$ cat src/core/ciu_pkg.sv
// package: register map, field positions and timing of the cpu interrupt control unit
package ciu_pkg;
   // register indices on the plain register port
   localparam logic [3:0] ADDR_CONTROL     = 4'h0;
   localparam logic [3:0] ADDR_PERIPH_EN1  = 4'h1;
   localparam logic [3:0] ADDR_PERIPH_FLG1 = 4'h2;
   localparam logic [3:0] ADDR_OPTION      = 4'h3;
   localparam logic [3:0] ADDR_SH_WORK     = 4'h4;
   localparam logic [3:0] ADDR_SH_STATUS   = 4'h5;
   localparam logic [3:0] ADDR_SH_BANK     = 4'h6;
   localparam logic [3:0] ADDR_SH_FSR0L    = 4'h7;
   localparam logic [3:0] ADDR_SH_FSR0H    = 4'h8;
   localparam logic [3:0] ADDR_SH_FSR1L    = 4'h9;
   localparam logic [3:0] ADDR_SH_FSR1H    = 4'hA;
   localparam logic [3:0] ADDR_SH_PC_LATCH_HIGH   = 4'hB;
   localparam logic [3:0] ADDR_CORE_STATE  = 4'hC;
   // data bank that holds the shadow copies
   localparam logic [4:0] SHADOW_BANK      = 5'h1F;
   // control register fields
   localparam int BIT_GIE  = 7;
   localparam int BIT_PERIPH_GROUP_ENABLE = 6;
   localparam int BIT_T0IE = 5;
   localparam int BIT_EXIE = 4;
   localparam int BIT_CDIE = 3;
   localparam int BIT_T0IF = 2;
   localparam int BIT_EXIF = 1;
   localparam int BIT_CDIF = 0;
   // option register: edge select position
   localparam int BIT_EDGE = 6;
   // status bits not saved: timeout and powerdown
   localparam logic [7:0] STATUS_KEEP_MASK = 8'hE7;
   localparam logic [7:0] RESET_BYTE       = 8'h00;
   // quarter phases per instruction cycle
   localparam int QPHASES = 4;
   localparam logic [14:0] VECTOR_ADDR = 15'h0004;

   typedef struct packed {
      logic [7:0] work;
      logic [7:0] status;
      logic [4:0] bank;
      logic [7:0] fsr0l;
      logic [7:0] fsr0h;
      logic [7:0] fsr1l;
      logic [7:0] fsr1h;
      logic [6:0] pc_latch_high;
   } ciu_ctx_t;

   typedef enum logic [1:0] {ST_RUN, ST_ENTRY, ST_SLEEP, ST_WAKE} ciu_state_t;
endpackage

$ cat src/core/ciu_top.sv
// cpu interrupt control unit: enables, flags, vectoring, shadow context, wake
`timescale 1ns/1ps
module ciu_top (
   input  wire logic             i_sys_clk,
   input  wire logic             i_sys_rst,
   // register port
   input  wire logic [3:0]       i_reg_addr,
   input  wire logic [7:0]       i_reg_wdata,
   input  wire logic             i_reg_wr,
   input  wire logic             i_reg_rd,
   output logic      [7:0]       o_reg_rdata,
   // core phase and sequencing
   input  wire logic             i_q1,
   input  wire logic             i_q4,
   input  wire logic             i_cycle_end,
   input  wire logic             i_sleep_instr,
   input  wire logic             i_return_from_irq_instr_instr,
   input  wire logic [14:0]      i_pc_return,
   input  wire ciu_pkg::ciu_ctx_t i_core_ctx,
   // event sources
   input  wire logic             i_ext_pin,
   input  wire logic             i_timer0_ovf,
   input  wire logic             i_per_pin_change_any,
   input  wire logic [7:0]       i_periph_flag_set,
   input  wire logic [7:0]       i_periph_flag_clr,
   input  wire logic [7:0]       i_clockless_mask,
   // to the core
   output logic                  o_irq_request,
   output logic                  o_flush,
   output logic                  o_push,
   output logic [14:0]           o_push_addr,
   output logic                  o_load_vector,
   output logic [14:0]           o_vector,
   output logic                  o_restore,
   output ciu_pkg::ciu_ctx_t     o_restore_ctx,
   output logic                  o_wake,
   output logic                  o_sleeping
);

   typedef struct packed {
      logic [7:0]          control;
      logic [7:0]          periph_en1;
      logic [7:0]          periph_flg1;
      logic                ext_edge_select;
      logic [2:0]          pin_sync;
      logic                pin_level;
      logic                ext_pending;
      ciu_pkg::ciu_ctx_t   shadow;
      ciu_pkg::ciu_state_t state;
      logic                wake_vector;
      logic [7:0]          rdata;
      logic                flush;
      logic                push;
      logic [14:0]         push_addr;
      logic                load_vector;
      logic                restore;
      logic                wake;
   } ciu_regs_t;

   ciu_regs_t r;
   ciu_regs_t next_r;
   logic      req;
   logic      wake_src;

   // request term shared by the run and sleep paths
   function automatic logic pending(input logic [7:0] ctl, input logic [7:0] pen,
                                    input logic [7:0] pfl);
      logic core_hit;
      logic per_hit;
      core_hit = (ctl[ciu_pkg::BIT_T0IE] & ctl[ciu_pkg::BIT_T0IF])
               | (ctl[ciu_pkg::BIT_EXIE] & ctl[ciu_pkg::BIT_EXIF])
               | (ctl[ciu_pkg::BIT_CDIE] & ctl[ciu_pkg::BIT_CDIF]);
      per_hit  = ctl[ciu_pkg::BIT_PERIPH_GROUP_ENABLE] & (|(pen & pfl));
      return core_hit | per_hit;
   endfunction

   assign req = r.control[ciu_pkg::BIT_GIE]
              & pending(r.control, r.periph_en1, r.periph_flg1);
   // peripheral sources wake only if marked clockless and enabled; enabled core sources wake without the mask
   assign wake_src = pending(r.control, r.periph_en1 & i_clockless_mask, r.periph_flg1);

   always_comb begin
      logic edge_hit;
      edge_hit = 1'b0;
      next_r = r;
      next_r.flush       = 1'b0;
      next_r.push        = 1'b0;
      next_r.load_vector = 1'b0;
      next_r.restore     = 1'b0;
      next_r.wake        = 1'b0;

      // pin passes three flops; a change counts when stages two and three agree
      next_r.pin_sync = {r.pin_sync[1:0], i_ext_pin};
      if (r.pin_sync[2] == r.pin_sync[1]) begin
         next_r.pin_level = r.pin_sync[2];
         // edge select picks rising or falling
         edge_hit = (r.pin_sync[2] != r.pin_level)
                  & (r.pin_sync[2] == r.ext_edge_select);
      end
      // edge latched any time, carried into the flag across Q4..Q1
      if (edge_hit) begin
         next_r.ext_pending = 1'b1;
      end

      // register writes first, hardware sets after so a set wins
      if (i_reg_wr) begin
         case (i_reg_addr)
            ciu_pkg::ADDR_CONTROL:    next_r.control[7:1] = i_reg_wdata[7:1];
            ciu_pkg::ADDR_PERIPH_EN1: next_r.periph_en1 = i_reg_wdata;
            ciu_pkg::ADDR_PERIPH_FLG1: next_r.periph_flg1 = i_reg_wdata;
            ciu_pkg::ADDR_OPTION:     next_r.ext_edge_select = i_reg_wdata[ciu_pkg::BIT_EDGE];
            ciu_pkg::ADDR_SH_WORK:    next_r.shadow.work = i_reg_wdata;
            ciu_pkg::ADDR_SH_STATUS:  next_r.shadow.status = i_reg_wdata & ciu_pkg::STATUS_KEEP_MASK;
            ciu_pkg::ADDR_SH_BANK:    next_r.shadow.bank = i_reg_wdata[4:0];
            ciu_pkg::ADDR_SH_FSR0L:   next_r.shadow.fsr0l = i_reg_wdata;
            ciu_pkg::ADDR_SH_FSR0H:   next_r.shadow.fsr0h = i_reg_wdata;
            ciu_pkg::ADDR_SH_FSR1L:   next_r.shadow.fsr1l = i_reg_wdata;
            ciu_pkg::ADDR_SH_FSR1H:   next_r.shadow.fsr1h = i_reg_wdata;
            ciu_pkg::ADDR_SH_PC_LATCH_HIGH:  next_r.shadow.pc_latch_high = i_reg_wdata[6:0];
            default:                  next_r.periph_en1 = r.periph_en1;
         endcase
      end

      if (i_timer0_ovf) begin
         next_r.control[ciu_pkg::BIT_T0IF] = 1'b1;
      end
      // external flag taken at Q1 only, valid edge sets it
      if (i_q1 && (r.ext_pending || edge_hit)) begin
         next_r.control[ciu_pkg::BIT_EXIF] = 1'b1;
         next_r.ext_pending = 1'b0;
      end
      // read-only summary follows the per-pin flags
      next_r.control[ciu_pkg::BIT_CDIF] = i_per_pin_change_any;
      next_r.periph_flg1 = (next_r.periph_flg1 & ~i_periph_flag_clr) | i_periph_flag_set;

      case (r.state)
         ciu_pkg::ST_RUN: begin
            if (i_cycle_end && i_return_from_irq_instr_instr) begin
               // pop, restore, global enable back on
               next_r.restore = 1'b1;
               next_r.control[ciu_pkg::BIT_GIE] = 1'b1;
            end else if (i_cycle_end && req) begin
               next_r.flush = 1'b1;
               next_r.push  = 1'b1;
               next_r.push_addr = i_pc_return;
               next_r.control[ciu_pkg::BIT_GIE] = 1'b0;
               // context to shadow, timeout and powerdown excluded
               next_r.shadow = i_core_ctx;
               next_r.shadow.status = i_core_ctx.status & ciu_pkg::STATUS_KEEP_MASK;
               next_r.state = ciu_pkg::ST_ENTRY;
            end else if (i_cycle_end && i_sleep_instr) begin
               next_r.state = ciu_pkg::ST_SLEEP;
            end
         end
         ciu_pkg::ST_ENTRY: begin
            // vector load one instruction cycle (four clocks) after the push
            if (i_cycle_end) begin
               next_r.load_vector = 1'b1;
               next_r.state = ciu_pkg::ST_RUN;
            end
         end
         ciu_pkg::ST_SLEEP: begin
            if (wake_src) begin
               next_r.wake = 1'b1;
               next_r.wake_vector = r.control[ciu_pkg::BIT_GIE];
               next_r.state = ciu_pkg::ST_WAKE;
            end
         end
         ciu_pkg::ST_WAKE: begin
            // following instruction runs before any branch
            if (i_cycle_end) begin
               next_r.state = ciu_pkg::ST_RUN;
            end
         end
         default: next_r.state = ciu_pkg::ST_RUN;
      endcase

      // read data stand one cycle after the strobe
      next_r.rdata = ciu_pkg::RESET_BYTE;
      if (i_reg_rd) begin
         case (i_reg_addr)
            ciu_pkg::ADDR_CONTROL:     next_r.rdata = r.control;
            ciu_pkg::ADDR_PERIPH_EN1:  next_r.rdata = r.periph_en1;
            ciu_pkg::ADDR_PERIPH_FLG1: next_r.rdata = r.periph_flg1;
            ciu_pkg::ADDR_OPTION:      next_r.rdata = {1'b0, r.ext_edge_select, 6'h00};
            ciu_pkg::ADDR_SH_WORK:     next_r.rdata = r.shadow.work;
            ciu_pkg::ADDR_SH_STATUS:   next_r.rdata = r.shadow.status;
            ciu_pkg::ADDR_SH_BANK:     next_r.rdata = {3'h0, r.shadow.bank};
            ciu_pkg::ADDR_SH_FSR0L:    next_r.rdata = r.shadow.fsr0l;
            ciu_pkg::ADDR_SH_FSR0H:    next_r.rdata = r.shadow.fsr0h;
            ciu_pkg::ADDR_SH_FSR1L:    next_r.rdata = r.shadow.fsr1l;
            ciu_pkg::ADDR_SH_FSR1H:    next_r.rdata = r.shadow.fsr1h;
            ciu_pkg::ADDR_SH_PC_LATCH_HIGH:   next_r.rdata = {1'b0, r.shadow.pc_latch_high};
            ciu_pkg::ADDR_CORE_STATE:  next_r.rdata = {5'h00, r.wake_vector, r.state};
            default:                   next_r.rdata = ciu_pkg::RESET_BYTE;
         endcase
      end
   end

   always_ff @(posedge i_sys_clk) begin
      if (i_sys_rst) begin
         r <= '0;
         r.state <= ciu_pkg::ST_RUN;
      end else begin
         r <= next_r;
      end
   end

   assign o_reg_rdata   = r.rdata;
   assign o_irq_request = req;
   assign o_flush       = r.flush;
   assign o_push        = r.push;
   assign o_push_addr   = r.push_addr;
   assign o_load_vector = r.load_vector;
   assign o_vector      = ciu_pkg::VECTOR_ADDR;
   // shadow contents, including software edits, go back to the core
   assign o_restore     = r.restore;
   assign o_restore_ctx = r.shadow;
   assign o_wake        = r.wake;
   assign o_sleeping    = (r.state == ciu_pkg::ST_SLEEP);

endmodule

$ cat config.mk
export PLATFORM = sky130hd
export DESIGN_NAME = ciu_top
export DESIGN_NICKNAME = d
export VERILOG_FILES = /design/src/core/ciu_pkg.sv /design/src/core/ciu_top.sv
export SDC_FILE = /design/constraint.sdc
export NUM_CORES = 1
export LEC_CHECK = 0
export ABC_AREA = 1
export BUFFER_PORTS_ARGS = -buffer_cell sky130_fd_sc_hd__buf_4
export CAP_MARGIN = 20
export CELL_PAD_IN_SITES_DETAIL_PLACEMENT = 0
export CELL_PAD_IN_SITES_GLOBAL_PLACEMENT = 1
export CORE_ASPECT_RATIO = 1.2
export CORE_MARGIN = 10
export CORE_UTILIZATION = 35
export CTS_CLUSTER_SIZE = 30
export DETAILED_ROUTE_END_ITERATION = 7
export PLACE_DENSITY = 0.81
export SLEW_MARGIN = 25
export SYNTH_ARGS = -nofsm -noshare
export SYNTH_HDL_FRONTEND = slang
export SYNTH_SLANG_ARGS = --single-unit
export TNS_END_PERCENT = 10
$ cat constraint.sdc
create_clock -name i_sys_clk -period 4.3 [get_ports i_sys_clk]
set_input_delay 0.645 -clock i_sys_clk [delete_from_list [all_inputs] [get_ports i_sys_clk]]
set_output_delay 0.645 -clock i_sys_clk [all_outputs]
set_load 0.03 [all_outputs]
==> impl_metrics.env, run 1 <==
export IMPL_antenna_found_initial=0
export IMPL_timing_critical_path_to="o_restore_ctx[35]"
export IMPL_grt_overflow_total=0
export IMPL_ff2ff_path_depth=11
export IMPL_leakage_power_nw=3.94
export IMPL_regToRegStartpoint="r[102]"
export IMPL_cts_root_buffer_cell="sky130_fd_sc_hd__clkbuf_16"
export IMPL_pwr_per_cell_area_nw_per_um2=355
export IMPL_synth_top_area_share_pct=37.8
export IMPL_critical_path_class="register to register"
export IMPL_critical_path_required_ps=4660
export IMPL_final_max_slew_viol_count=0
export IMPL_net_switching_power_mw=0.696
export IMPL_remaining_drc_errors=0
export IMPL_vias=6241
export IMPL_io_pins=228
export IMPL_nets=1172
export IMPL_die_area_um2=24000
export IMPL_drt_pass1_iter_count=5
export IMPL_start_kind="register"
export IMPL_post_synthesis_cell_count=943
export IMPL_cp_end_kind="register"
export IMPL_worstPathBufferInverterCount=1
export IMPL_dpl_cell_area_um2=7380
export IMPL_timing_critical_path_fanout_max=44
export IMPL_dieHeight_um=168
export IMPL_grt_total_usage_pct=18.9
export IMPL_cts_max_path_buffers=2
export IMPL_cts_clk_slew_worst_paths_ps=50
export IMPL_yosysSeqAreaShare_pct=37.8
export IMPL_post_route_cell_area_um2=7960
export IMPL_postSynthAreaPerCell_um2=6.74
export IMPL_design_power_total_mw=2.83
export IMPL_cp_cell_sequence="nand2_1 > nand2_1 > nor2_1 > nand2_1 > nand2_1 > a21boi_2 > nand4_4 > nor2_4 > buf_12 > nand2_1 > nand2_1"
export IMPL_outcome="finished clean"
export IMPL_slew_headroom_pct=41.5
export IMPL_power_ir_vdd_worst_mv=0.252
export IMPL_final_core_utilization_pct=45.0
export IMPL_inserted_clock_buffers=17
export IMPL_wirelength_um=23500
export IMPL_synth_area_um2=6360
export IMPL_finalCriticalPeriod_ps=2280
export IMPL_cts_tree="done"
export IMPL_setup_tns_ps=0
export IMPL_synth_top_area_cell="sky130_fd_sc_hd__dfxtp_1"
export IMPL_finalClockSkew_ps=5.89
export IMPL_cellInternalPower_mw=2.13
export IMPL_viasPerCell=4.87
export IMPL_pwr_share_clk_pct=49.3
export IMPL_cp_slowest_cell="sky130_fd_sc_hd__nor2_4"
export IMPL_numPlacedInstances=1250
export IMPL_rsz_0062_raised_after_global_routing="false"
export IMPL_gp_congestion=0.873
export IMPL_die_width_um=143
export IMPL_clkLatencyLatePin_ps=420
export IMPL_cts_resized=0
export IMPL_post_cts_setup_buffer_count=0
export IMPL_antenna_cells=0
export IMPL_post_drt_wl_per_cell_um=18.3
export IMPL_ys_seq_elements=120
export IMPL_initial_core_util_pct=35.9
export IMPL_crit_family="simple AND/OR/NAND/NOR gates"
export IMPL_global_route_wire_length_before_repair_um=34900
export IMPL_synth_top_cells_by_area="sky130_fd_sc_hd__dfxtp_1 (38%), sky130_fd_sc_hd__nand2_1 (18%), sky130_fd_sc_hd__buf_4 (13%)"
export IMPL_r2r_slack_ps=2020
export IMPL_worstHoldPathType="register to register"
export IMPL_area_delta_synth_final_pct=25.2
export IMPL_port_buffers=209
export IMPL_largest_net_degree_at_the_start_of_global_routing=78
export IMPL_power_share_switching_pct=24.6
export IMPL_final_layout_size_suffix_gt1_share_pct=23.9
export IMPL_fp_row_count=53
export IMPL_r2r_end="o_restore_ctx[35]"
export IMPL_ant_nets=0
export IMPL_first_iter_violations=398
export IMPL_worst_slew_pin_transition_ps=877
export IMPL_critical_path_arrival_ps=2630
export IMPL_report_final_setup_viol=0
export IMPL_htree_levels=4
export IMPL_worst_setup_path_startpoint="r[102]"
export IMPL_cap_violations=0
export IMPL_cts_num_sinks=120
export IMPL_critical_path_depth=11
export IMPL_yosys_warnings=0
export IMPL_post_dp_hpwl_um=17500
export IMPL_critical_path_max_stage_delay_ps=580
export IMPL_power_frac_seq_pct=40.8
export IMPL_p_comb_share_pct=9.8
export IMPL_post_route_period_util_pct=52.9
export IMPL_post_cts_hold_buffer_count=0
export IMPL_fin_cells=1282
export IMPL_vias_in_the_first_global_route=6034
export IMPL_crit_path_frequent_cell="sky130_fd_sc_hd__nand2_1"
export IMPL_post_synth_num_cell_types=29
export IMPL_max_freq_ghz=0.439
export IMPL_hold_viol_final=0
export IMPL_core_area_um2=17700
-- synth_stat cells --
master                     number
sky130_fd_sc_hd__o31ai_1        1
sky130_fd_sc_hd__conb_1         2
sky130_fd_sc_hd__nand4_2        1
sky130_fd_sc_hd__o21ai_0       79
sky130_fd_sc_hd__dfxtp_1      120
sky130_fd_sc_hd__o21ai_1        9
sky130_fd_sc_hd__o2111a_1       1
sky130_fd_sc_hd__buf_1          8
sky130_fd_sc_hd__nor2_4         1
sky130_fd_sc_hd__nor2_2         6
sky130_fd_sc_hd__o22ai_1        3
sky130_fd_sc_hd__a21boi_2       1
sky130_fd_sc_hd__o221ai_1       1
sky130_fd_sc_hd__buf_4        106
sky130_fd_sc_hd__nor2_1        26
sky130_fd_sc_hd__nand3_1      103
sky130_fd_sc_hd__buf_2          7
sky130_fd_sc_hd__nor4_1         2
sky130_fd_sc_hd__a211oi_1       4
sky130_fd_sc_hd__nand2_1      307
sky130_fd_sc_hd__o21a_1         2
sky130_fd_sc_hd__clkbuf_1      18
sky130_fd_sc_hd__a31oi_1        3
sky130_fd_sc_hd__inv_1         75
sky130_fd_sc_hd__nor3_1         2
sky130_fd_sc_hd__a22o_1         3
sky130_fd_sc_hd__nand4_1        3
sky130_fd_sc_hd__a221oi_1      10
sky130_fd_sc_hd__a21oi_1       39
-- power groups by stage --
stage	Sequential, mW	Combinational [mW]	Clock [mW]
6_report	1.15	0.278	1.39
5_1_grt	1.16	0.304	1.47
4_1_cts	1.15	0.278	1.42
3_5_place_dp	1.18	0.277	0
3_3_place_gp	1.18	0.276	0
2_1_floorplan	1.17	0.154	0
-- tightest hold or removal path, delay by kind of cell, from the launching register on --
family / cells / cell delay, ps
buffers and inverters: 1 / 40
DFF: 1 / 290
and+or+nand+nor: 1 / 30
-- how the worst min path moves through the flow --
stage / startpoint / to / cells past startpoint
after floorplan: next_r[94] / next_r[95] / 2
after global placement: next_r[94] / next_r[95] / 2
after detailed placement: next_r[94] / next_r[95] / 2
after CTS: i_core_ctx[40] / o_restore_ctx[40] / 3
after global routing: i_pc_return[7] / o_push_addr[7] / 3
final: next_r[94] / next_r[95] / 2
-- through the flow --
step | worst slack [ps] | hold slack [ps]
finish | 2020 | 404
global route | 1810 | 404
CTS | 2000 | 396
detailed placement | 1910 | 397
global placement | 1910 | 396
floorplan | 2490 | 388
-- state kept, by name (all words and copies together) (netlist names) --
name	count
o_restore_ctx	60
o_push_addr	15
o_restore	1
o_wake	1
o_load_vector	1
next_r	2
r	31
o_flush	1
o_reg_rdata	8
-- layer usage --
metal | up-vias | track usage, % | wire length, um
li1 | 3155 | - | -
met1 | 2854 | 22.8 | 9750
met2 | 203 | 30.9 | 11400
met3 | 29 | 5.89 | 1770
met4 | 0 | 6.60 | 518
met5 | - | 0 | 0
-- cells by family (layout without fill, tap and decap cells) --
kind of cell / Yosys count / count (layout) / share of synthesized area, %
buffers and inverters: 214 / 320 / 19.0
other: 2 / 15 / 0.118
AO/OA/AOI/OAI: 156 / 156 / 13.7
AND/OR/NAND/NOR: 451 / 451 / 29.4
flip-flops: 120 / 120 / 37.8
-- area by class of cell --
| cell class | count | area (um^2) |
|---|---|---|
| flip-flops and latches | 120 | 2400 |
| inverters | 75 | 282 |
| well taps | 220 | 275 |
| fillers | 1873 | 9740 |
| clock buffers | 25 | 515 |
| multi-input cells | 622 | 2810 |
| repair buffers | 213 | 1610 |
| clock inverters | 7 | 65.1 |
-- cells in the final DEF (no fill, tap or decap), types with 3 or more instances in the layout --
master	n
sky130_fd_sc_hd__clkbuf_8	6
sky130_fd_sc_hd__conb_1	15
sky130_fd_sc_hd__a221oi_1	10
sky130_fd_sc_hd__nor2_2	6
sky130_fd_sc_hd__clkbuf_16	17
sky130_fd_sc_hd__a31oi_1	3
sky130_fd_sc_hd__clkinv_2	4
sky130_fd_sc_hd__nand2_1	307
sky130_fd_sc_hd__o21ai_1	9
sky130_fd_sc_hd__buf_4	212
sky130_fd_sc_hd__inv_1	74
sky130_fd_sc_hd__a21oi_1	39
sky130_fd_sc_hd__nor2_1	25
sky130_fd_sc_hd__dfxtp_1	120
sky130_fd_sc_hd__o21ai_0	79
sky130_fd_sc_hd__a211oi_1	4
sky130_fd_sc_hd__a22o_1	3
sky130_fd_sc_hd__o22ai_1	3
sky130_fd_sc_hd__nand3_1	103
sky130_fd_sc_hd__nand4_1	3
No activity file was read; power rests on OpenSTA's default activity.
==> run 2, diff against run 1 <==
CORE_UTILIZATION = 34   (was 35)
PLACE_DENSITY = 0.79   (was 0.81)
clock period = 2.1 ns   (was 4.3 ns; I/O delays follow)
==> run 2 against run 1 <==
Global-route usage decreased by 0.28 points. Largest cell class unchanged. Register-to-register slack worse by 1800 ps. Flip-flop and latch count stayed put. Highest routed layer unchanged. Setup slack worse by 1800 ps. First-iteration DRC count rose by 15%. Core utilization down 0.38 points. Cell count grew 3.7%.
==> impl_metrics.env, run 2 (synthesis gave the netlist of run 1 again) <==
export IMPL_report_final_setup_viol=0
export IMPL_vias_in_the_first_global_route=6046
export IMPL_outcome="finished clean"
export IMPL_ant_nets=0
export IMPL_post_drt_wl_per_cell_um=17.6
export IMPL_layout_common_cells="sky130_fd_sc_hd__nand2_1 (307), sky130_fd_sc_hd__buf_4 (224), sky130_fd_sc_hd__dfxtp_1 (120)"
export IMPL_post_dp_hpwl_um=17800
export IMPL_cp_end_kind="output pin"
export IMPL_leading_cell_type_in_the_layout_fill_and_taps_excluded="sky130_fd_sc_hd__nand2_1"
export IMPL_grt_overflow_total=0
export IMPL_largest_register_ff_count=60
export IMPL_vias=6288
export IMPL_drt_pass1_iter_count=6
export IMPL_io_pins=228
export IMPL_worst_slew_pin_transition_ps=504
export IMPL_viasPerCell=4.73
export IMPL_power_ir_vdd_worst_mv=0.575
export IMPL_setup_tns_ps=0
export IMPL_antenna_found_initial=0
export IMPL_dpl_worst_slack_ps=260
export IMPL_leakage_power_nw=4.03
export IMPL_nets=1187
export IMPL_area_delta_synth_final_pct=28.4
export IMPL_largest_net_degree_at_the_start_of_global_routing=78
export IMPL_cts_max_path_buffers=2
export IMPL_cap_violations=0
export IMPL_cts_resized=0
export IMPL_fp_row_count=54
export IMPL_initial_core_util_pct=34.7
export IMPL_gp_congestion=0.898
export IMPL_critical_path_class="register to output pin"
export IMPL_cts_tree="done"
export IMPL_post_route_period_util_pct=89.3
export IMPL_final_max_slew_viol_count=0
export IMPL_dieHeight_um=170
export IMPL_hold_viol_final=0
export IMPL_numPlacedInstances=1297
export IMPL_cts_root_buffer_cell="sky130_fd_sc_hd__clkbuf_16"
export IMPL_cts_clk_slew_worst_paths_ps=60
export IMPL_core_area_um2=18300
export IMPL_post_cts_hold_buffer_count=0
export IMPL_remaining_drc_errors=0
export IMPL_antenna_cells=0
export IMPL_port_buffers=209
export IMPL_global_route_wire_length_before_repair_um=34900
export IMPL_die_width_um=145
export IMPL_clkLatencyLatePin_ps=420
export IMPL_first_iter_violations=459
export IMPL_start_kind="register"
export IMPL_die_area_um2=24600
export IMPL_critical_path_required_ps=1780
export IMPL_final_setup_worst_slack_ps=225
export IMPL_inserted_clock_buffers=17
export IMPL_htree_levels=4
export IMPL_worst_hold_margin_ps=77.9
export IMPL_cts_num_sinks=120
export IMPL_finalCriticalPeriod_ps=1870
export IMPL_fin_cells=1329
export IMPL_timing_critical_path_fanout_max=4
export IMPL_final_layout_size_suffix_gt1_share_pct=25.0
export IMPL_finalClockSkew_ps=8.14
export IMPL_pwr_per_cell_area_nw_per_um2=721
export IMPL_rsz_0062_raised_after_global_routing="false"
export IMPL_post_cts_setup_buffer_count=0
export IMPL_wirelength_um=23400
export IMPL_max_freq_ghz=0.533
export IMPL_final_core_utilization_pct=44.6
export IMPL_worstHoldPathType="input pin to register"
export IMPL_grt_total_usage_pct=18.7
export IMPL_slew_headroom_pct=66.4
export IMPL_critical_path_arrival_ps=1560
-- run 2: cell count changes in the layout (fill, tap and decap cells not counted), sizes merged --
cell and change:
buf +15, clkbuf -3, bufinv +1, clkinvlp +1, inv +1
-- run 2: layout make-up --
cell class	instances	area [um^2]
Sequential cell	120	2400
Inverter	75	282
Clock inverter	10	119
Multi-Input combinational cell	622	2810
Timing Repair Buffer	228	1760
Clock buffer	22	474
Fill cell	1986	10100
Tap cell	252	315
-- run 2: worst max-delay path: stages, from the launching register on --
cell	delay, ps
sky130_fd_sc_hd__dfxtp_1	290
sky130_fd_sc_hd__inv_1	100
sky130_fd_sc_hd__o21ai_1	90
sky130_fd_sc_hd__a21oi_1	330
sky130_fd_sc_hd__a21boi_2	150
sky130_fd_sc_hd__buf_4	190
-- run 2: worst paths after layout --
kind	startpoint	endpoint	slack [ps]	depth (start not counted)
setup reg to reg	r[104]	o_restore_ctx[22]	260	11
hold / removal	i_pc_return[12]	o_push_addr[12]	80	3
setup / recovery	r[117]	o_irq_request	230	5
hold reg to reg	next_r[94]	next_r[95]	410	2
-- run 2: metrics by stage --
stage / power (mW) / cell area [um^2]
2_1_floorplan: 2.71 / 6410
3_3_place_gp: 3.00 / 7570
3_5_place_dp: 3.00 / 7570
4_1_cts: 5.94 / 8170
5_1_grt: 6.09 / 8170
6_report: 5.89 / 8170
-- run 2: power breakdown --
group	switching [mW]	leakage (nW)	internal, mW	total (mW)
clock	1.09	0.283	1.84	2.93
sequential	0.0387	0.972	2.32	2.36
combinational	0.343	2.77	0.247	0.590
-- run 2: layer usage --
metal  track usage [%]  part of all wire [%]
met1              22.9                    42
met2              30.3                    48
met3              5.04                   7.2
met4              7.31                   2.6
met5                 0                     0
==> run 3, diff against run 2 <==
PLACE_DENSITY = 0.89   (was 0.79)
==> run 3 against run 2 <==
Flip-flop and latch count stayed put. Sequential share of layout area is 0.43 points higher. Setup slack worse by 47 ps. Cell count is 0.15% lower. Non-clock buffer count stayed put. Die area stayed put. Clock power is 15% lower. Sequential power hardly changed. Critical path depth is 2 higher. Hold slack better by 1.6 ps.
==> impl_metrics.env, run 3 (synthesis gave the netlist of run 1 again) <==
export IMPL_power_share_switching_pct=25.3
export IMPL_pwr_share_clk_pct=45.8
export IMPL_grt_total_usage_pct=18.5
export IMPL_cts_num_sinks=120
export IMPL_rsz_0062_raised_after_global_routing="false"
export IMPL_total_area_of_multi_input_combinational_cells_um2=2810
export IMPL_viasPerCell=4.77
export IMPL_die_area_um2=24600
export IMPL_post_route_period_util_pct=91.5
export IMPL_largest_net_degree_at_the_start_of_global_routing=75
export IMPL_final_max_slew_viol_count=0
export IMPL_first_iter_violations=461
export IMPL_antenna_found_initial=2
export IMPL_cts_tree="done"
export IMPL_critical_path_class="register to output pin"
export IMPL_cp_end_kind="output pin"
export IMPL_finalCriticalPeriod_ps=1920
export IMPL_io_pins=228
export IMPL_largest_register_ff_count=60
export IMPL_max_freq_ghz=0.520
export IMPL_post_cts_hold_buffer_count=0
export IMPL_gp_congestion=0.855
export IMPL_grt_overflow_total=0
export IMPL_dieHeight_um=170
export IMPL_design_power_total_mw=5.44
export IMPL_vias=6326
export IMPL_post_cts_setup_buffer_count=0
export IMPL_wirelength_um=23500
export IMPL_critical_path_required_ps=1780
export IMPL_port_buffers=209
export IMPL_vias_in_the_first_global_route=6105
export IMPL_r2r_slack_ps=230
export IMPL_register_area_um2=2400
export IMPL_global_route_wire_length_before_repair_um=34600
export IMPL_timing_critical_path_fanout_max=4
export IMPL_area_delta_synth_final_pct=26.6
export IMPL_inserted_clock_buffers=17
export IMPL_net_switching_power_mw=1.38
export IMPL_finalClockSkew_ps=11.4
export IMPL_hold_viol_final=0
export IMPL_cts_clk_slew_worst_paths_ps=60
export IMPL_fp_row_count=54
export IMPL_ant_nets=0
export IMPL_fin_cells=1327
export IMPL_die_width_um=145
export IMPL_setup_tns_ps=0
export IMPL_initial_core_util_pct=34.7
export IMPL_layout_common_cells="sky130_fd_sc_hd__nand2_1 (307), sky130_fd_sc_hd__buf_4 (225), sky130_fd_sc_hd__dfxtp_1 (120)"
export IMPL_outcome="finished clean"
export IMPL_cts_max_path_buffers=2
export IMPL_core_area_um2=18300
export IMPL_cts_resized=0
export IMPL_cap_violations=0
export IMPL_p_comb_share_pct=10.7
export IMPL_numPlacedInstances=1297
export IMPL_power_frac_seq_pct=43.5
export IMPL_clkLatencyLatePin_ps=420
export IMPL_htree_levels=4
export IMPL_final_fill_count=1951
export IMPL_worstHoldPathType="input pin to register"
export IMPL_cellInternalPower_mw=4.06
export IMPL_remaining_drc_errors=0
export IMPL_pwr_per_cell_area_nw_per_um2=676
export IMPL_leading_cell_type_in_the_layout_fill_and_taps_excluded="sky130_fd_sc_hd__nand2_1"
export IMPL_report_final_setup_viol=0
export IMPL_drt_pass1_iter_count=5
export IMPL_post_drt_wl_per_cell_um=17.7
export IMPL_cts_root_buffer_cell="sky130_fd_sc_hd__clkbuf_16"
export IMPL_final_layout_size_suffix_gt1_share_pct=24.5
export IMPL_nets=1187
export IMPL_power_ir_vdd_worst_mv=0.530
export IMPL_leakage_power_nw=3.98
export IMPL_start_kind="register"
export IMPL_post_dp_hpwl_um=17800
export IMPL_critical_path_arrival_ps=1610
-- run 3: layer usage --
metal  track usage, %  vias up  wire length (um)  part of all wire, %
met2             29.9      261             11300                   48
met3             5.07       35              1860                  7.9
met5                0        -                 0                    0
li1                 -     3187                 -                    -
met1             22.3     2843              9630                   41
met4             8.05        0               668                  2.8
-- run 3: layout make-up --
cell class / count / share of cell area (%)
multi-input cells: 622 / 34.9
flip-flops and latches: 120 / 29.8
repair buffers: 228 / 21.7
clock buffers: 22 / 5.64
well taps: 252 / 3.92
inverters: 75 / 3.50
clock inverters: 6 / 0.373
diodes: 2 / 0.0622
-- run 3: final timing paths --
path / start / endpoint / cells after the start
min reg2reg: next_r[94] / next_r[95] / 2
min: i_pc_return[11] / o_push_addr[11] / 3
max: r[103] / o_irq_request / 7
max reg2reg: r[103] / o_restore_ctx[53] / 11
-- run 3: power by group through the flow --
stage | registers (mW) | clock network (mW) | logic [mW]
after floorplan | 2.40 | 0 | 0.315
after global placement | 2.41 | 0 | 0.575
after detailed placement | 2.41 | 0 | 0.581
after CTS | 2.36 | 2.53 | 0.583
after global routing | 2.37 | 2.62 | 0.634
final | 2.37 | 2.49 | 0.584
-- run 3: metrics by stage --
step / instance area, um^2 / setup slack [ps] / hold WS [ps] / util [%]
after CTS: 8040 / 177 / 61.7 / 43.9
after floorplan: 6410 / 333 / 388 / -
final: 8050 / 178 / 79.5 / 44.0
after global placement: 7560 / 278 / 394 / 41.3
after global routing: 8050 / 89.1 / 78.6 / 44.0
after detailed placement: 7560 / 268 / 404 / 41.3
-- run 3: critical path: stages (launching register included) --
cell	delay (ps)
sky130_fd_sc_hd__dfxtp_1	410
sky130_fd_sc_hd__nand2_1	100
sky130_fd_sc_hd__nand2_1	70
sky130_fd_sc_hd__nor2_1	40
sky130_fd_sc_hd__nand2_1	70
sky130_fd_sc_hd__nand2_1	100
sky130_fd_sc_hd__a21boi_2	210
sky130_fd_sc_hd__buf_4	200
